### src/hw/gpabc_pkg.sv
package gpabc_pkg;

  // ****************************************************************
  // widths of ports and registers
  // ****************************************************************
  localparam int REG_W   = 16;
  localparam int PA_PINS = 20;
  localparam int PA_LO_W = 16;
  localparam int PA_HI_W = 4;
  localparam int PB_PINS = 14;
  localparam int PC_PINS = 16;
  localparam int ADDR_W  = 12;
  localparam int DATA_W  = 32;
  localparam int STRB_W  = 4;

  // ****************************************************************
  // register indexes and their byte addresses (index times four)
  // ****************************************************************
  localparam logic [31:0] IDX_PA_LO_DR = 32'hFFFE_3802;
  localparam logic [31:0] IDX_PA_HI_PR = 32'hFFFE_3810;
  localparam logic [31:0] IDX_PA_LO_PR = 32'hFFFE_3812;
  localparam logic [31:0] IDX_PB_DR    = 32'hFFFE_3882;
  localparam logic [31:0] IDX_PB_PR    = 32'hFFFE_3892;
  localparam logic [31:0] IDX_PC_DR    = 32'hFFFE_3902;
  localparam logic [31:0] IDX_PC_PR    = 32'hFFFE_3912;

  // only the low ten index bits reach the decoder; they stay distinct
  localparam logic [ADDR_W-1:0] ADR_PA_LO_DR = {IDX_PA_LO_DR[9:0], 2'b00};
  localparam logic [ADDR_W-1:0] ADR_PA_HI_PR = {IDX_PA_HI_PR[9:0], 2'b00};
  localparam logic [ADDR_W-1:0] ADR_PA_LO_PR = {IDX_PA_LO_PR[9:0], 2'b00};
  localparam logic [ADDR_W-1:0] ADR_PB_DR    = {IDX_PB_DR[9:0], 2'b00};
  localparam logic [ADDR_W-1:0] ADR_PB_PR    = {IDX_PB_PR[9:0], 2'b00};
  localparam logic [ADDR_W-1:0] ADR_PC_DR    = {IDX_PC_DR[9:0], 2'b00};
  localparam logic [ADDR_W-1:0] ADR_PC_PR    = {IDX_PC_PR[9:0], 2'b00};

  // ****************************************************************
  // reset values
  // ****************************************************************
  localparam logic [REG_W-1:0]  RST_LATCH  = 16'h0000;
  localparam logic [REG_W-1:0]  RSVD_ZERO  = 16'h0000;
  localparam logic [DATA_W-1:0] RD_ZERO    = 32'h0000_0000;

  // ****************************************************************
  // register select
  // ****************************************************************
  typedef enum logic [2:0] {
    SEL_NONE,
    SEL_PA_LO_DR,
    SEL_PA_HI_PR,
    SEL_PA_LO_PR,
    SEL_PB_DR,
    SEL_PB_PR,
    SEL_PC_DR,
    SEL_PC_PR
  } gpabc_sel_t;

  // address decode shared by read, write and checks
  function automatic gpabc_sel_t gpabc_decode(input logic [ADDR_W-1:0] addr);
    case (addr)
      ADR_PA_LO_DR: return SEL_PA_LO_DR;
      ADR_PA_HI_PR: return SEL_PA_HI_PR;
      ADR_PA_LO_PR: return SEL_PA_LO_PR;
      ADR_PB_DR:    return SEL_PB_DR;
      ADR_PB_PR:    return SEL_PB_PR;
      ADR_PC_DR:    return SEL_PC_DR;
      ADR_PC_PR:    return SEL_PC_PR;
      default:      return SEL_NONE;
    endcase
  endfunction : gpabc_decode

endpackage : gpabc_pkg

### src/hw/gpabc_data.sv
`timescale 1ns/1ps
module gpabc_data
  import gpabc_pkg::*;
(
  input  wire logic              pclk,    // peripheral clock, 200 MHz
  input  wire logic              presetn, // async reset, active low
  input  wire logic              psel,    // apb select
  input  wire logic              penable, // apb access phase
  input  wire logic              pwrite,  // apb direction, 1 is write
  input  wire logic [ADDR_W-1:0] paddr,   // apb byte address
  input  wire logic [DATA_W-1:0] pwdata,  // apb write data
  input  wire logic [STRB_W-1:0] pstrb,   // apb byte strobes
  output logic      [DATA_W-1:0] prdata,  // apb read data
  output logic                   pready,  // apb ready
  output logic                   pslverr, // apb error, unmapped address
  input  wire logic [PA_LO_W-1:0] dir_a,  // port A direction from controller
  input  wire logic [PA_LO_W-1:0] gpo_a,  // port A general output selected
  input  wire logic [PB_PINS-1:0] dir_b,  // port B direction
  input  wire logic [PB_PINS-1:0] gpo_b,  // port B general output selected
  input  wire logic [PC_PINS-1:0] dir_c,  // port C direction
  input  wire logic [PC_PINS-1:0] gpo_c,  // port C general output selected
  input  wire logic [PA_PINS-1:0] pa_in,  // port A pin levels
  output logic      [PA_LO_W-1:0] pa_out, // port A pin drive value
  output logic      [PA_LO_W-1:0] pa_oe,  // port A pin drive enable
  input  wire logic [PB_PINS-1:0] pb_in,  // port B pin levels
  output logic      [PB_PINS-1:0] pb_out, // port B pin drive value
  output logic      [PB_PINS-1:0] pb_oe,  // port B pin drive enable
  input  wire logic [PC_PINS-1:0] pc_in,  // port C pin levels
  output logic      [PC_PINS-1:0] pc_out, // port C pin drive value
  output logic      [PC_PINS-1:0] pc_oe   // port C pin drive enable
);

  // ****************************************************************
  // state
  // ****************************************************************
  typedef struct packed {
    logic [PA_LO_W-1:0] lat_a;
    logic [PB_PINS-1:0] lat_b;
    logic [PC_PINS-1:0] lat_c;
    logic [PA_PINS-1:0] smp_a;
    logic [PB_PINS-1:0] smp_b;
    logic [PC_PINS-1:0] smp_c;
    logic [DATA_W-1:0]  rdata;
    logic               err;
  } gpabc_state_t;

  gpabc_state_t st_reg;
  gpabc_state_t st_next;

  logic               setup_ph;
  logic               access_ph;
  gpabc_sel_t         sel;
  logic [REG_W-1:0]   mrg_a;
  logic [REG_W-1:0]   mrg_b;
  logic [REG_W-1:0]   mrg_c;
  logic [PA_LO_W-1:0] rd_a;
  logic [PB_PINS-1:0] rd_b;
  logic [PC_PINS-1:0] rd_c;
  logic [REG_W-1:0]   rd_val;

  // ****************************************************************
  // bus phases and decode
  // ****************************************************************
  // the read value is built in setup, so the access never waits
  assign setup_ph  = psel & ~penable;
  assign access_ph = psel & penable;
  assign sel       = gpabc_decode(paddr);
  assign pready    = access_ph;

  // ****************************************************************
  // byte lane merging for the three latches
  // ****************************************************************
  // only lanes 1:0 hold register bits; strobes 3:2 have nothing to hit
  gpabc_lanes u_lanes_a (
    .old_val (st_reg.lat_a),
    .wr_val  (pwdata[REG_W-1:0]),
    .strb    (pstrb[1:0]),
    .merged  (mrg_a)
  );

  gpabc_lanes u_lanes_b (
    .old_val ({2'b00, st_reg.lat_b}),
    .wr_val  (pwdata[REG_W-1:0]),
    .strb    (pstrb[1:0]),
    .merged  (mrg_b)
  );

  gpabc_lanes u_lanes_c (
    .old_val (st_reg.lat_c),
    .wr_val  (pwdata[REG_W-1:0]),
    .strb    (pstrb[1:0]),
    .merged  (mrg_c)
  );

  // ****************************************************************
  // latch read-back, steered by direction
  // ****************************************************************
  gpabc_rdmux #(.W(PA_LO_W)) u_rd_a (
    .latch  (st_reg.lat_a),
    .level  (st_reg.smp_a[PA_LO_W-1:0]),
    .dir    (dir_a),
    .rd_val (rd_a)
  );

  gpabc_rdmux #(.W(PB_PINS)) u_rd_b (
    .latch  (st_reg.lat_b),
    .level  (st_reg.smp_b),
    .dir    (dir_b),
    .rd_val (rd_b)
  );

  gpabc_rdmux #(.W(PC_PINS)) u_rd_c (
    .latch  (st_reg.lat_c),
    .level  (st_reg.smp_c),
    .dir    (dir_c),
    .rd_val (rd_c)
  );

  // ****************************************************************
  // read value select
  // ****************************************************************
  // unused high bits are padded with zero so reserved bits read 0
  always_comb begin
    case (sel)
      SEL_PA_LO_DR: rd_val = rd_a;
      SEL_PA_HI_PR: rd_val = {12'h000, st_reg.smp_a[PA_PINS-1:PA_LO_W]};
      SEL_PA_LO_PR: rd_val = st_reg.smp_a[PA_LO_W-1:0];
      SEL_PB_DR:    rd_val = {2'b00, rd_b};
      SEL_PB_PR:    rd_val = {2'b00, st_reg.smp_b};
      SEL_PC_DR:    rd_val = rd_c;
      SEL_PC_PR:    rd_val = st_reg.smp_c;
      default:      rd_val = RSVD_ZERO;
    endcase
  end

  // ****************************************************************
  // next state
  // ****************************************************************
  always_comb begin
    st_next = st_reg;
    // pin levels sampled every cycle, whatever the pin function
    st_next.smp_a = pa_in;
    st_next.smp_b = pb_in;
    st_next.smp_c = pc_in;
    // latch writes land at the access edge only
    if (access_ph && pwrite) begin
      case (sel)
        SEL_PA_LO_DR: st_next.lat_a = mrg_a;
        SEL_PB_DR:    st_next.lat_b = mrg_b[PB_PINS-1:0];
        SEL_PC_DR:    st_next.lat_c = mrg_c;
        default:      ; // pin level writes dropped here
      endcase
    end
    // read data and error are fixed in setup and held through access
    if (setup_ph) begin
      st_next.err   = (sel == SEL_NONE);
      st_next.rdata = RD_ZERO;
      if (!pwrite) begin
        st_next.rdata = {16'h0000, rd_val};
      end
    end
  end

  // ****************************************************************
  // state register
  // ****************************************************************
  // pin samples reset to 0 and take the real level one edge later
  always_ff @(posedge pclk or negedge presetn) begin
    if (!presetn) begin
      st_reg <= '0;
    end else begin
      st_reg <= st_next;
    end
  end

  // ****************************************************************
  // outputs
  // ****************************************************************
  // direction and function come from the pin controller; the drive
  // enable covers only general output, other functions own the pin
  assign pa_out  = st_reg.lat_a;
  assign pb_out  = st_reg.lat_b;
  assign pc_out  = st_reg.lat_c;
  assign pa_oe   = dir_a & gpo_a;
  assign pb_oe   = dir_b & gpo_b;
  assign pc_oe   = dir_c & gpo_c;
  assign prdata  = st_reg.rdata;
  assign pslverr = access_ph & st_reg.err;
endmodule : gpabc_data

### src/hw/gpabc_lanes.sv
`timescale 1ns/1ps
module gpabc_lanes
  import gpabc_pkg::*;
(
  input  wire logic [REG_W-1:0] old_val, // stored register value
  input  wire logic [REG_W-1:0] wr_val,  // write data, low half word
  input  wire logic [1:0]       strb,    // byte strobes of the low half
  output logic      [REG_W-1:0] merged   // value after the write
);

  // each strobed byte lane takes new data, the other keeps its value
  for (genvar i = 0; i < 2; i++) begin : g_lane
    assign merged[8*i +: 8] = strb[i] ? wr_val[8*i +: 8] : old_val[8*i +: 8];
  end

endmodule : gpabc_lanes

### src/hw/gpabc_rdmux.sv
`timescale 1ns/1ps
module gpabc_rdmux #(
  parameter int W = 16
) (
  input  wire logic [W-1:0] latch,  // stored output latch bits
  input  wire logic [W-1:0] level,  // sampled pin levels
  input  wire logic [W-1:0] dir,    // direction, 1 is output
  output logic      [W-1:0] rd_val  // value seen by a latch read
);

  // outputs read back the latch, inputs read back the pin
  for (genvar i = 0; i < W; i++) begin : g_bit
    assign rd_val[i] = dir[i] ? latch[i] : level[i];
  end

endmodule : gpabc_rdmux

### config.mk
export PLATFORM = sky130hd
export DESIGN_NAME = gpabc_data
export DESIGN_NICKNAME = d
export VERILOG_FILES = /design/src/hw/gpabc_pkg.sv /design/src/hw/gpabc_data.sv /design/src/hw/gpabc_lanes.sv /design/src/hw/gpabc_rdmux.sv
export SDC_FILE = /design/constraint.sdc
export NUM_CORES = 1
export LEC_CHECK = 0
export BUFFER_PORTS_ARGS = -buffer_cell sky130_fd_sc_hd__buf_2
export CORE_AREA = 2 2 124 126
export CTS_BUF_LIST = sky130_fd_sc_hd__clkbuf_8
export DETAILED_ROUTE_END_ITERATION = 10
export DIE_AREA = 0 0 126 128
export GPL_TIMING_DRIVEN = 0
export PLACE_DENSITY = 0.75
export SLEW_MARGIN = 20
export SYNTH_ARGS = -nofsm -noshare
export SYNTH_HDL_FRONTEND = slang
export SYNTH_SLANG_ARGS = --single-unit
### constraint.sdc
create_clock -name pclk -period 1.3 [get_ports pclk]
set_input_delay 0.39 -clock pclk [delete_from_list [all_inputs] [get_ports pclk]]
set_output_delay 0.39 -clock pclk [all_outputs]
set_load 0.01 [all_outputs]
After elaboration in Yosys (flattened, before gate mapping):

Index checks and enable logic that the tools add are counted.

* $add $sub $neg: 0
* multiply operators: 0
* div/mod/pow operators: 0
* magnitude comparators: 0
* equality and inequality tests: 14
* shift-type cells: 0
* muxes and demuxes: 49
* bitwise logic cells: 7
* reductions and logical operators: 8

Operators by type and width (count)
* $pmux 16 s7: 1
* $mux 1: 46
* $and 16x16->16: 2
* $eq 12x10->1 const B: 2
* $eq 12x11->1 const B: 2
* $eq 12x7->1 const B: 2
* $pmux 3 s7: 1
* $reduce_and 3->1: 6
* $mux 16: 1
* $and 14x14->14: 1
* $eq 12x4->1 const B: 1
* $eq 3x3->1 const B: 4
* $eq 3x2->1 const B: 2
* $and 1x1->1: 3
* $eq 3x1->1 const B: 1
* $logic_not 3->1: 1
* $logic_and 1x1->1: 1
* $not 1->1: 1

* bits in registers: 129
* latch bits: 0
* RAM bits: 0
* bits in read-only memories: 0
* input bits: 195
* output and inout port bits: 126
* logic and storage cells: 89
* memories: 0

Logic depth before layout (Yosys ltp):

Gate-level depths: netlist of run 1.

* word-level depth: 5
* depth in mapped cells: 8
* depth with buffers taken out: 5

Modules after synthesis:

From an unflattened synthesis of run 1, not the netlist that was laid out.

* cell total of the unflattened synthesis: 563
* area total of the unflattened synthesis: 6891.6 µm²

By module, submodules not included
* gpabc_data: times used 1, cells each 463, area each 5412.7 µm², sequential area each 2827.7 µm²
* gpabc_lanes: times used 3, cells each 18, area each 262.8 µm², sequential area each 0.0 µm²
* gpabc_rdmux (u_rd_a ...): times used 2, cells each 16, area each 240.2 µm², sequential area each 0.0 µm²
* gpabc_rdmux (u_rd_b): times used 1, cells each 14, area each 210.2 µm², sequential area each 0.0 µm²

Worst setup path before layout of run 1:

No wires, ideal clock.

* path type: in2reg
* from: in paddr[11]
* to: reg st_reg, in the netlist pc_out[0]
* library setup time: 125 ps
* arrival: 2058 ps
* required time: 1175 ps
* path slack: -883 ps
* stages on the path: 5
* path buffers: 0
* cell sequence: or4_4 nor4_4 inv_2 nor3_4 mux2_4

* word-level cells in the longest chain between the ends: 4
* elaborated cells between the ends (all ways): 10
* classes of those cells: 8 x eq/ne; 1 x mux; 1 x reduce/logical

Ends and longest elaborated chain
* start: declaration: line gpabc_data.sv:10 `input wire logic [ADDR_W-1:0] paddr,`
* $eq 12x11->1 (tied with other cells): line gpabc_pkg.sv:59 `case (addr)`
* $pmux 3 s7 (*): line gpabc_pkg.sv:59
* $eq 3x3->1 (*): line gpabc_data.sv:147 `case (sel)`
* $reduce_and 3->1 (no line) (*)
* end signal: assignment: line gpabc_data.sv:172 `st_reg <= st_next;`
* end: declaration: line gpabc_data.sv:47 `gpabc_state_t st_reg;`

Mark *: on every way between the ends. The rest lies on a longest branch, timed or not.
A chain may end at the register's enable or synchronous reset.

Worst setup path after layout of run 1:

* from: in paddr[2]
* to: reg st_reg, in the netlist pc_out[3]

The elaborated chain is that of the path after synthesis.

==> metrics.log, run 1 <==
[metrics] outcome: complete, but fails checks
[metrics] failing checks: setup timing
[metrics] clock transition at the registers of the reported paths: approximately 0.07 ns
[metrics] total cell area at the placement stage: between 7000 and 8000 um^2
[metrics] Peak Freq: 534 MHz
[metrics] Util after Layout: 62.4%
[metrics] endpoint of the most critical register-to-register path: prdata[0]
[metrics] Boundary Pins: about 320
[metrics] buffer cell driving the clock tree root: sky130_fd_sc_hd__clkbuf_8
[metrics] dominant combinational cell family by area after synthesis: multiplexers
[metrics] antenna-violating nets left: 0
[metrics] number of synthesized register bits: 113
[metrics] die extent in x: 126 um
[metrics] summed instance area of the synthesized netlist: 5770 um^2
[metrics] Detailed Route WL: 19000 um
[metrics] average vias per placed instance: 4.82
[metrics] global-route wire length before repair: 28200 um
[metrics] number of buffers on the longest clock path: 2
[metrics] row cnt: 45
[metrics] multi-input logic area: ~2700 um^2
[metrics] Cells after Synth: 484
[metrics] most used standard cells in the synthesized netlist: 113 x sky130_fd_sc_hd__dfrtp_1, 79 x sky130_fd_sc_hd__buf_4, 51 x sky130_fd_sc_hd__and2_1
[metrics] endpoint class of the critical path: register
[metrics] quantity of I/O buffers inserted on ports: approximately 280
[metrics] count of flip-flops with a built-in enable after synthesis: 0
[metrics] routed length per placed instance: 18.2 um
[metrics] synthesized-area fraction occupied by ao, oa, aoi and oai cells: 9.98%
[metrics] stage delay of the slowest cell on the critical path: 0.55 ns
[metrics] XOR/XNOR Fraction of Synth Area: 0.152%
[metrics] most frequently used flop master after synthesis: sky130_fd_sc_hd__dfrtp_1
[metrics] post-synth top area cell: sky130_fd_sc_hd__dfrtp_1
[metrics] Post-Synthesis Mean Instance Area: 11.9 um^2
[metrics] critical path cell sequence: buf_8, or4_4, nor4_4, buf_6, inv_4, nor3_4, buf_12, mux2_4
[metrics] number of filler instances in the final layout: roughly 1200
[metrics] cell count of the worst reg-to-reg path: 5
[metrics] share of post-route cells with drive strength above 1: approximately 63%
[metrics] number of detailed-routing iterations run before antenna repair: 4
[metrics] critical-path cell with the highest stage delay: sky130_fd_sc_hd__or4_4
[metrics] estimated wirelength of the detail-placed design: approximately 13000 um
[metrics] H-tree levels: 4
[metrics] CTS tree: done
[metrics] async set-reset flop share out of synthesis: 100%
[metrics] synthesis warning total: 0
[metrics] Post-Layout Inst Area: about 9300 um^2
[metrics] Adder-Cell Fraction of Synth Area: 0%
[metrics] class of the most critical setup path: input port to register
[metrics] most instantiated library cell after synthesis: sky130_fd_sc_hd__dfrtp_1
[metrics] Buffers & Inverters on Critical Path: 4
[metrics] max-capacitance violation count: 0
[metrics] floorplan core area: around 15000 um^2
[metrics] Peak supply drop: 0.676 mV
[metrics] post-synthesis simple-gate area fraction: 10.7%
[metrics] number of CTS-inserted buffers: 17
[metrics] final number of max-transition violations: 0
[metrics] NumNets Final: 1039
[metrics] type of the worst min-delay path: input port to register
[metrics] crit path DAT: between 2 and 2.5 ns
[metrics] number of failing hold endpoints at the final stage: 0
[metrics] post-synth cell types: 43
[metrics] area used by sequential logic in the layout: ~2800 um^2
[metrics] remaining global-route overflow: 0
[metrics] via count of the first global-routing pass: approximately 5000
[metrics] final worst-path setup slack: -0.573 ns
[metrics] main area contributors after synthesis: sky130_fd_sc_hd__dfrtp_1 49%, sky130_fd_sc_hd__buf_4 10%, sky130_fd_sc_hd__mux2i_1 8.5%
[metrics] maximum fanout count along the critical path: 8
[metrics] post-route DRC violation count: 0
[metrics] crit path from: paddr[2]
[metrics] setup repair after global routing missed its margin: yes
[metrics] flip-flop count of the largest register after layout: 51
[metrics] global router's overall resource usage: 23.2%
[metrics] shortest period the worst path allows: 1.87 ns
[metrics] via count of the routed design: just over 5000
[metrics] data required time at the worst endpoint: 1.61 ns
[metrics] minimum hold slack: between 0.05 and 0.06 ns
[metrics] initial antenna violation count: 2
[metrics] start point of the worst min-delay path: pb_in[12]
[metrics] mux share of post-synthesis cell area: 18.8%
[metrics] measured slew at the worst slew-check pin: 0.719 ns
[metrics] fraction of post-synthesis cell area in the top cell type by area: 49.0%
[metrics] clock sink count: 113
[metrics] Tcrit/Tclk final: 144%
[metrics] vertical die dimension: 128 um
[metrics] R2R setup slack: -0.19 ns
[metrics] Initial Util: between 30% and 40%
[metrics] hold-critical path depth: 1
[metrics] sequential share of the synthesized area: 49.0%
[metrics] leakage: around 4.8 nW
[metrics] final weighted congestion of routability-driven global placement: roughly 0.81
[metrics] launch point of the worst reg-to-reg path: pb_out[0]
[metrics] areal power density over the cells: 843 nW/um^2
[metrics] startpoint type of the worst setup path: input port
[metrics] pin count of the biggest net entering global routing: 73
[metrics] iteration-0 DRC count of the detailed router: 240
[metrics] final setup skew: 0.0110 ns
[metrics] gate family responsible for the most delay along the worst path: simple AND/OR/NAND/NOR gates
[metrics] Worst Hold Endpoint: st_reg[61]
[metrics] Final Setup Violations: 125
[metrics] Die Footprint: approximately 16000 um^2
[metrics] synthesis-to-finish area growth: 60.7%
[metrics] remaining max-slew budget at the tightest pin: 51.7%
[metrics] latest clock arrival within the worst-skew pair: between 0.4 and 0.5 ns
## how the worst max path moves through the flow
stage	cells past startpoint	end	slack (ns)
2_1_floorplan	5	pc_out[0]	-0.88
3_3_place_gp	7	prdata[8]	-1.57
3_5_place_dp	6	pc_out[3]	-1.44
4_1_cts	8	pc_out[0]	-0.54
5_1_grt	8	pc_out[3]	-0.58
6_report	8	pc_out[3]	-0.57
## cell usage in the layout (no fill, tap or decap), drive strengths merged, types with 10 or more instances in the layout
master | synthesis | final
o21ai | 16 | 16
mux2 | 50 | 50
buf | 82 | 405
a222oi | 10 | 10
a21boi | 18 | 18
dfrtp | 113 | 113
a31o | 12 | 12
and2 | 51 | 51
conb | 1 | 16
clkbuf | 9 | 32
mux2i | 49 | 49
## power breakdown
part	internal [mW]	switching (mW)
Clock	1.85	1.37
Combinational	0.484	0.479
Sequential	3.60	0.0333
Total	5.93	1.88
## metrics by stage
step | total power, mW | std cells | TNS, ns | worst slack, ns
finish | 7.82 | 1044 | -27.04 | -0.573
global route | 8.16 | 1043 | -32.00 | -0.582
CTS | 7.86 | 1033 | -21.61 | -0.542
detailed placement | 4.60 | 972 | -65.81 | -1.44
global placement | 4.57 | 971 | -243.77 | -1.57
floorplan | 4.06 | 499 | -37.53 | -0.883
## worst reg2reg max path: cells and delay by family, from the launching register on
family | cells | cell delay [ns]
multiplexers | 1 | 0.26
AO/OA/AOI/OAI | 3 | 0.57
buffers and inverters | 1 | 0.14
flip-flops | 1 | 0.40
## cell type report
| class | instances | area share, % |
|---|---|---|
| Inverter | 3 | 0.148 |
| Sequential cell | 113 | 30.5 |
| Tap cell | 188 | 2.54 |
| Timing Repair Buffer | 365 | 28.1 |
| Antenna cell | 1 | 0.0270 |
| Clock inverter | 9 | 0.999 |
| Multi-Input combinational cell | 292 | 29.0 |
| Buffer | 52 | 5.55 |
| Clock buffer | 21 | 3.12 |
## cell families after synthesis
family | Yosys count
other cells | 1
simple gates | 97
xor+xnor | 1
flops | 113
compound gates | 79
buf+inv | 94
mux | 99
## routing by layer
layer  share of wire, %  routed length (um)  GRT usage [%]  vias up
met5              0.042                   8              0        -
met4                2.6                 501           9.70        2
met3                5.2                 995           3.96       35
met2                 51                9650           39.3      203
met1                 41                7890           29.6     2424
li1                   -                   -              -     2368
## what timing repair did
action / 4_1_cts / 5_1_grt
endpoints found under the hold margin: 41 / 0
cloned: 1 / 0
setup endpoints to repair: 125 / 125
resized for setup: 166 / 22
hold buffers: 1 / 0
pin swaps: 17 / 10
setup buffers: 66 / 12
No activity file was read; power rests on OpenSTA's default activity.
==> run 2: changes to the inputs <==
==> constraint.sdc (replaced) <==
create_clock -name pclk -period 1.3 [get_ports pclk]
set_input_delay 0.39 -clock pclk [delete_from_list [all_inputs] [get_ports pclk]]
set_output_delay 0.39 -clock pclk [all_outputs]
set_load 0.005 [all_outputs]
==> run 2 against run 1 <==
  * The flow still finishes with violations (setup timing)
  * Setup slack improved by 0.023 ns
  * Design area down 1.3%
  * Die area unchanged
  * Sequential power about the same
  * Non-clock buffer count is 3 lower
  * Routed wire length is 0.20% lower
  * Combinational power is 4.6% lower
  * Sequential share of layout area rose by 0.40 points
  * Fmax rose by 1.2%
  * Critical path type unchanged
  * Critical endpoint is now pc_out[5]
==> metrics.log, run 2 (synthesis gave the netlist of run 1 again) <==
[metrics] quantity of I/O buffers inserted on ports: 284 (unchanged)
[metrics] Tcrit/Tclk final: 142% (was 144%)
[metrics] critical path cell sequence: buf_8, or4_4, nor4_4, buf_6, inv_4, nor3_4, buf_12, mux2_4 (unchanged)
[metrics] failing checks: setup timing (unchanged)
[metrics] floorplan core area: 14900 um^2 (unchanged)
[metrics] via count of the routed design: 4994 (was 5032)
[metrics] remaining global-route overflow: 0 (unchanged)
[metrics] Detailed Route WL: 19000 um (about the same)
[metrics] number of buffers on the longest clock path: 2 (unchanged)
[metrics] setup repair after global routing missed its margin: yes (unchanged)
[metrics] outcome: complete, but fails checks (unchanged)
[metrics] number of failing hold endpoints at the final stage: 0 (unchanged)
[metrics] max-capacitance violation count: 0 (unchanged)
[metrics] row cnt: 45 (unchanged)
[metrics] iteration-0 DRC count of the detailed router: 283 (was 240)
[metrics] via count of the first global-routing pass: 5078 (was 5110)
[metrics] initial antenna violation count: 2 (unchanged)
[metrics] final weighted congestion of routability-driven global placement: 0.806 (unchanged)
[metrics] buffer cell driving the clock tree root: sky130_fd_sc_hd__clkbuf_8 (unchanged)
[metrics] area used by sequential logic in the layout: 2830 um^2 (unchanged)
[metrics] global router's overall resource usage: 23.2% (about the same)
[metrics] routed length per placed instance: 18.3 um (was 18.2 um)
[metrics] flip-flop count of the largest register after layout: 51 (unchanged)
[metrics] number of filler instances in the final layout: 1266 (was 1237)
[metrics] Util after Layout: 61.6% (was 62.4%)
[metrics] die extent in x: 126 um (unchanged)
[metrics] Die Footprint: 16100 um^2 (unchanged)
[metrics] multi-input logic area: 2690 um^2 (unchanged)
[metrics] class of the most critical setup path: input port to register (unchanged)
[metrics] data required time at the worst endpoint: 1.63 ns (was 1.61 ns)
[metrics] stage delay of the slowest cell on the critical path: 0.55 ns (about the same)
[metrics] vertical die dimension: 128 um (unchanged)
[metrics] average vias per placed instance: 4.80 (was 4.82)
[metrics] estimated wirelength of the detail-placed design: 13100 um (unchanged)
[metrics] antenna-violating nets left: 0 (unchanged)
[metrics] synthesis-to-finish area growth: 58.6% (was 60.7%)
[metrics] Final Setup Violations: 125 (unchanged)
[metrics] share of post-route cells with drive strength above 1: 63.1% (was 63.3%)
[metrics] final number of max-transition violations: 0 (unchanged)
[metrics] global-route wire length before repair: 28100 um (was 28200 um)
[metrics] setup TNS: -26.07 ns (was -27.04 ns)
[metrics] leakage: 4.73 nW (was 4.75 nW)
[metrics] number of standard cells in the layout, taps in and fillers out: 1041 (was 1044)
[metrics] type of the worst min-delay path: input port to register (unchanged)
[metrics] maximum fanout count along the critical path: 8 (unchanged)
[metrics] clock sink count: 113 (unchanged)
[metrics] measured slew at the worst slew-check pin: 0.625 ns (was 0.719 ns)
[metrics] Peak supply drop: 0.671 mV (was 0.676 mV)
[metrics] latest clock arrival within the worst-skew pair: 0.44 ns (was 0.43 ns)
[metrics] commonest cells after routing, fill and taps aside: 229 x sky130_fd_sc_hd__buf_2, 113 x sky130_fd_sc_hd__dfrtp_1, 83 x sky130_fd_sc_hd__buf_4, 80 x sky130_fd_sc_hd__buf_6, 51 x sky130_fd_sc_hd__and2_1 (was 215 x sky130_fd_sc_hd__buf_2, 113 x sky130_fd_sc_hd__dfrtp_1, 97 x sky130_fd_sc_hd__buf_6, 83 x sky130_fd_sc_hd__buf_4, 51 x sky130_fd_sc_hd__and2_1)
[metrics] pin count of the biggest net entering global routing: 73 (unchanged)
[metrics] number of detailed-routing iterations run before antenna repair: 5 (was 4)
[metrics] Peak Freq: 541 MHz (was 534 MHz)
[metrics] startpoint type of the worst setup path: input port (unchanged)
[metrics] shortest period the worst path allows: 1.85 ns (was 1.87 ns)
[metrics] count of placed standard cells including taps: 972 (unchanged)
[metrics] critical-path cell with the highest stage delay: sky130_fd_sc_hd__or4_4 (unchanged)
[metrics] final setup skew: 0.0123 ns (was 0.0110 ns)
[metrics] CTS tree: done (unchanged)
[metrics] H-tree levels: 4 (unchanged)
[metrics] NumNets Final: 1036 (was 1039)
[metrics] final worst-path setup slack: -0.550 ns (was -0.573 ns)
[metrics] remaining max-slew budget at the tightest pin: 58.0% (was 51.7%)
[metrics] clock transition at the registers of the reported paths: 0.07 ns (about the same)
[metrics] crit path DAT: 2.18 ns (was 2.19 ns)
[metrics] number of CTS-inserted buffers: 17 (unchanged)
[metrics] Initial Util: 38.8% (unchanged)
[metrics] endpoint class of the critical path: register (unchanged)
[metrics] post-route DRC violation count: 0 (unchanged)
[metrics] areal power density over the cells: 852 nW/um^2 (was 843 nW/um^2)
[metrics] Boundary Pins: 321 (unchanged)
[metrics] most frequent standard cell in the layout excluding fill and tap cells: sky130_fd_sc_hd__buf_2 (unchanged)
run 2: cell types whose count changed in the layout (fill, tap and decap cells not counted), sizes merged:
| cell | change |
|---|---|
| buf | -3 |
run 2: layout make-up:
| class | instances | share of cell area, % |
|---|---|---|
| multi-input cells | 292 | 29.4 |
| clock buffers | 21 | 3.16 |
| well taps | 188 | 2.57 |
| clock inverters | 9 | 1.01 |
| flip-flops and latches | 113 | 30.9 |
| plain buffers | 49 | 5.25 |
| diodes | 1 | 0.0273 |
| repair buffers | 365 | 27.6 |
| inverters | 3 | 0.150 |
run 2: final timing paths:
path	start	end	slack, ns	cells past startpoint
setup / recovery	paddr[2]	pc_out[5]	-0.55	8
hold / removal	pa_in[17]	st_reg[80]	0.05	1
setup reg to reg	pb_out[0]	prdata[0]	-0.18	5
hold reg to reg	st_reg[56]	prdata[7]	0.55	2
max in group asynchronous	presetn	prdata[10]	0.18	3
min in group asynchronous	presetn	pc_out[5]	0.43	2
run 2: per-layer routing:
metal  up-vias  track usage [%]  part of all wire, %
met4         2             9.31                  2.8
met2       195             39.2                   50
li1       2361                -                    -
met5         -                0                0.068
met1      2397             29.6                   42
met3        39             4.34                  5.2
run 2: power by group:
part	internal, mW	total [mW]	leakage [nW]	switching, mW
Sequential	3.60	3.63	1.46	0.0333
Combinational	0.482	0.920	3.06	0.439
Clock	1.85	3.24	0.209	1.39
run 2: worst max-delay path, delay by kind of cell:
kind	cells	cell delay, ns
buffers and inverters	4	0.49
AND/OR/NAND/NOR	3	0.98
multiplexers	1	0.30
run 2: what timing repair did:
action                                 in CTS  in global routing
hold buffers                                1                  0
endpoints found under the hold margin      41                  0
pin swaps                                  17                 10
resized for setup                         136                 22
setup buffers                              66                 12
setup endpoints to repair                 125                125
cloned                                      1                  0
run 2: per-stage QoR:
stage / setup slack (ns) / area [um^2] / hold slack (ns) / power [mW]
4_1_cts: -0.542 / 9000 / 0.0343 / 7.82
2_1_floorplan: -0.883 / 5990 / 0.0944 / 4.01
6_report: -0.550 / 9150 / 0.0457 / 7.79
3_3_place_gp: -1.57 / 7650 / 0.499 / 4.53
5_1_grt: -0.577 / 9150 / 0.0280 / 8.11
3_5_place_dp: -1.44 / 7690 / 0.333 / 4.56
==> run 3: changes to the inputs <==
--- a/config.mk
+++ b/config.mk
@@ -11,7 +11,7 @@
 export DETAILED_ROUTE_END_ITERATION = 10
 export DIE_AREA = 0 0 126 128
 export GPL_TIMING_DRIVEN = 0
-export PLACE_DENSITY = 0.75
+export PLACE_DENSITY = 0.72
 export SLEW_MARGIN = 20
 export SYNTH_ARGS = -nofsm -noshare
 export SYNTH_HDL_FRONTEND = slang
==> constraint.sdc (replaced) <==
create_clock -name pclk -period 2.01 [get_ports pclk]
set_input_delay 0.5025 -clock pclk [delete_from_list [all_inputs] [get_ports pclk]]
set_output_delay 0.5025 -clock pclk [all_outputs]
set_load 0.005 [all_outputs]
==> run 3 against run 2 <==
  * The run still ends with setup timing left
  * Setup slack better by 0.46 ns
  * Non-clock buffer count decreased by 24
  * Power is 35% lower
  * Combinational power decreased by 40%
  * Clock-buffer cell count stayed put
  * Clock power shrank 34%
  * Worst hold slack better by 0.12 ns
  * Sequential power down 35%
  * Register-to-register slack gained 0.83 ns
  * Sequential share of layout area is 3.5 points higher
  * First-iteration DRC count is 3.2% lower
  * Critical endpoint is now pc_out[6]
  * Largest cell class is now flip-flops and latches
==> metrics.log, run 3 (synthesis gave the netlist of run 1 again) <==
[metrics] outcome: complete, but fails checks (unchanged)
[metrics] failing checks: setup timing (unchanged)
[metrics] global router's overall resource usage: 21.4% (was 23.2%)
[metrics] Seq pwr share: 46.4% (was 46.6%)
[metrics] combinational share of power: 11.0% (was 11.8%)
[metrics] final weighted congestion of routability-driven global placement: 0.778 (was 0.806)
[metrics] number of standard cells in the layout, taps in and fillers out: 1019 (was 1041)
[metrics] vertical die dimension: 128 um (unchanged)
[metrics] internal power summed over all cells: 3.82 mW (was 5.93 mW)
[metrics] busiest metal layer after global routing: met2 (unchanged)
[metrics] average vias per placed instance: 4.75 (was 4.80)
[metrics] overall power: 5.05 mW (was 7.79 mW)
[metrics] antenna-violating nets left: 0 (unchanged)
[metrics] pin count of the biggest net entering global routing: 74 (was 73)
[metrics] final worst-path setup slack: -0.0859 ns (was -0.550 ns)
[metrics] clock transition at the registers of the reported paths: 0.07 ns (about the same)
[metrics] measured slew at the worst slew-check pin: 0.723 ns (was 0.625 ns)
[metrics] Peak supply drop: 0.452 mV (was 0.671 mV)
[metrics] max-capacitance violation count: 0 (unchanged)
[metrics] commonest cells after routing, fill and taps aside: 283 x sky130_fd_sc_hd__buf_2, 113 x sky130_fd_sc_hd__dfrtp_1, 87 x sky130_fd_sc_hd__buf_4, 51 x sky130_fd_sc_hd__and2_1, 48 x sky130_fd_sc_hd__mux2i_1 (was 229 x sky130_fd_sc_hd__buf_2, 113 x sky130_fd_sc_hd__dfrtp_1, 83 x sky130_fd_sc_hd__buf_4, 80 x sky130_fd_sc_hd__buf_6, 51 x sky130_fd_sc_hd__and2_1)
[metrics] data required time at the worst endpoint: 2.33 ns (was 1.63 ns)
[metrics] maximum fanout count along the critical path: 6 (was 8)
[metrics] NumNets Final: 1012 (was 1036)
[metrics] Initial Util: 38.8% (unchanged)
[metrics] areal power density over the cells: 615 nW/um^2 (was 852 nW/um^2)
[metrics] Final Setup Violations: 9 (was 125)
[metrics] sw power: 1.23 mW (was 1.86 mW)
[metrics] initial antenna violation count: 1 (was 2)
[metrics] leakage: 4.49 nW (was 4.73 nW)
[metrics] Die Footprint: 16100 um^2 (unchanged)
[metrics] final number of max-transition violations: 0 (unchanged)
[metrics] synthesis-to-finish area growth: 42.5% (was 58.6%)
[metrics] switching power as a share of total power: 24.3% (was 23.9%)
[metrics] buffer cell driving the clock tree root: sky130_fd_sc_hd__clkbuf_8 (unchanged)
[metrics] via count of the first global-routing pass: 4733 (was 5078)
[metrics] row cnt: 45 (unchanged)
[metrics] iteration-0 DRC count of the detailed router: 274 (was 283)
[metrics] endpoint class of the critical path: register (unchanged)
[metrics] global routing met3 resource utilization: 5.47% (was 4.34%)
[metrics] type of the worst min-delay path: input port to register (unchanged)
[metrics] post-placement setup slack: -0.953 ns (was -1.44 ns)
[metrics] routed length per placed instance: 17.2 um (was 18.3 um)
[metrics] share of power burned in the clock network: 42.6% (was 41.6%)
[metrics] number of detailed-routing iterations run before antenna repair: 6 (was 5)
[metrics] class of the most critical setup path: input port to register (unchanged)
[metrics] clock sink count: 113 (unchanged)
[metrics] number of buffers on the longest clock path: 2 (unchanged)
[metrics] crit path DAT: 2.42 ns (was 2.18 ns)
[metrics] CTS tree: done (unchanged)
[metrics] quantity of I/O buffers inserted on ports: 284 (unchanged)
[metrics] minimum hold slack: 0.161 ns (was 0.0457 ns)
[metrics] Boundary Pins: 321 (unchanged)
[metrics] post-route DRC violation count: 0 (unchanged)
[metrics] Post-Layout Inst Area: 8220 um^2 (was 9150 um^2)
[metrics] floorplan core area: 14900 um^2 (unchanged)
[metrics] number of failing hold endpoints at the final stage: 0 (unchanged)
[metrics] via count of the routed design: 4839 (was 4994)
[metrics] Detailed Route WL: 17500 um (was 19000 um)
[metrics] global-route wire length before repair: 25800 um (was 28100 um)
[metrics] number of filler instances in the final layout: 1343 (was 1266)
[metrics] flip-flop count of the largest register after layout: 51 (unchanged)
[metrics] met1 Usage GRT: 26.5% (was 29.6%)
[metrics] count of placed standard cells including taps: 973 (was 972)
[metrics] remaining max-slew budget at the tightest pin: 51.8% (was 58.0%)
[metrics] startpoint type of the worst setup path: input port (unchanged)
[metrics] latest clock arrival within the worst-skew pair: 0.44 ns (about the same)
[metrics] remaining global-route overflow: 0 (unchanged)
[metrics] Peak Freq: around 480 MHz
[metrics] estimated wirelength of the detail-placed design: 13000 um (was 13100 um)
[metrics] most frequent standard cell in the layout excluding fill and tap cells: sky130_fd_sc_hd__buf_2 (unchanged)
[metrics] total cell area at the placement stage: 7580 um^2 (was 7690 um^2)
[metrics] die extent in x: 126 um (unchanged)
[metrics] share of post-route cells with drive strength above 1: 56.0% (was 63.1%)
[metrics] setup repair after global routing missed its margin: yes (unchanged)
[metrics] shortest period the worst path allows: 2.10 ns
[metrics] Tcrit/Tclk final: 104%
[metrics] number of CTS-inserted buffers: 17 (unchanged)
[metrics] routing usage on met2: 36.7% (was 39.2%)
[metrics] final setup skew: 0.00735 ns (was 0.0123 ns)
[metrics] H-tree levels: 4 (unchanged)
-- run 3: changes by cell type in the layout (fill, tap and decap cells not counted), sizes merged --
| cell | previous run | this run |
|---|---|---|
| buf | 402 | 381 |
| clkbuf | 32 | 29 |
| clkinv | 2 | 5 |
| clkinvlp | 1 | 3 |
| inv | 7 | 4 |
-- run 3: final timing paths --
kind | start | to | slack (ns) | cells after the start
setup / recovery | paddr[0] | pc_out[6] | -0.09 | 8
hold / removal | pa_in[14] | st_reg[77] | 0.16 | 1
setup reg to reg | pb_out[0] | prdata[0] | 0.65 | 4
hold reg to reg | pa_out[5] | pa_out[5] | 0.52 | 1
max in group asynchronous | presetn | st_reg[68] | 0.77 | 3
min in group asynchronous | presetn | pc_out[11] | 0.53 | 2
-- run 3: metal layers --
layer	wire length, um	vias up
met5	0	-
met3	1150	20
met2	8750	204
met4	331	0
li1	-	2324
met1	7320	2291
-- run 3: what timing repair did --
| item | CTS | global route |
|---|---|---|
| pin swaps | 2 | 9 |
| setup endpoints to repair | 62 | 43 |
| hold buffers | 1 | 0 |
| hold endpoints to repair | 40 | 0 |
| buffers inserted | 7 | 6 |
| resized for setup | 13 | 13 |
-- run 3: stage by stage --
step / setup TNS [ns] / util (%)
2_1_floorplan: -4.37 / -
3_5_place_dp: -48.05 / 51.0
3_3_place_gp: -159.14 / 50.6
6_report: -0.615 / 55.3
5_1_grt: -1.58 / 55.3
4_1_cts: 0 / 54.6
-- run 3: worst max-delay path: stages --
cell                     delay, ns
sky130_fd_sc_hd__buf_2        0.11
sky130_fd_sc_hd__or4_4        0.55
sky130_fd_sc_hd__nor4_4       0.33
sky130_fd_sc_hd__buf_4        0.18
sky130_fd_sc_hd__inv_4        0.03
sky130_fd_sc_hd__nor3_4       0.23
sky130_fd_sc_hd__buf_12       0.18
sky130_fd_sc_hd__mux2_4       0.30
-- run 3: power groups by stage --
stage               clock [mW]  sequential [mW]  combinational [mW]
global placement             0             2.39               0.533
detailed placement           0             2.39               0.548
floorplan                    0             2.38               0.204
finish                    2.15             2.35               0.555
global route              2.32             2.35               0.617
CTS                       2.20             2.35               0.558
-- run 3: cell type report --
class / count / area (um^2) / area share, %
Multi-Input combinational cell: 292 / 2460 / 30.0
Timing Repair Buffer: 300 / 1630 / 19.8
Tap cell: 188 / 235 / 2.86
Inverter: 3 / 13.8 / 0.167
Clock buffer: 21 / 289 / 3.52
Sequential cell: 113 / 2830 / 34.4
Clock inverter: 11 / 111 / 1.35
Antenna cell: 1 / 2.50 / 0.0304
Buffer: 90 / 651 / 7.92
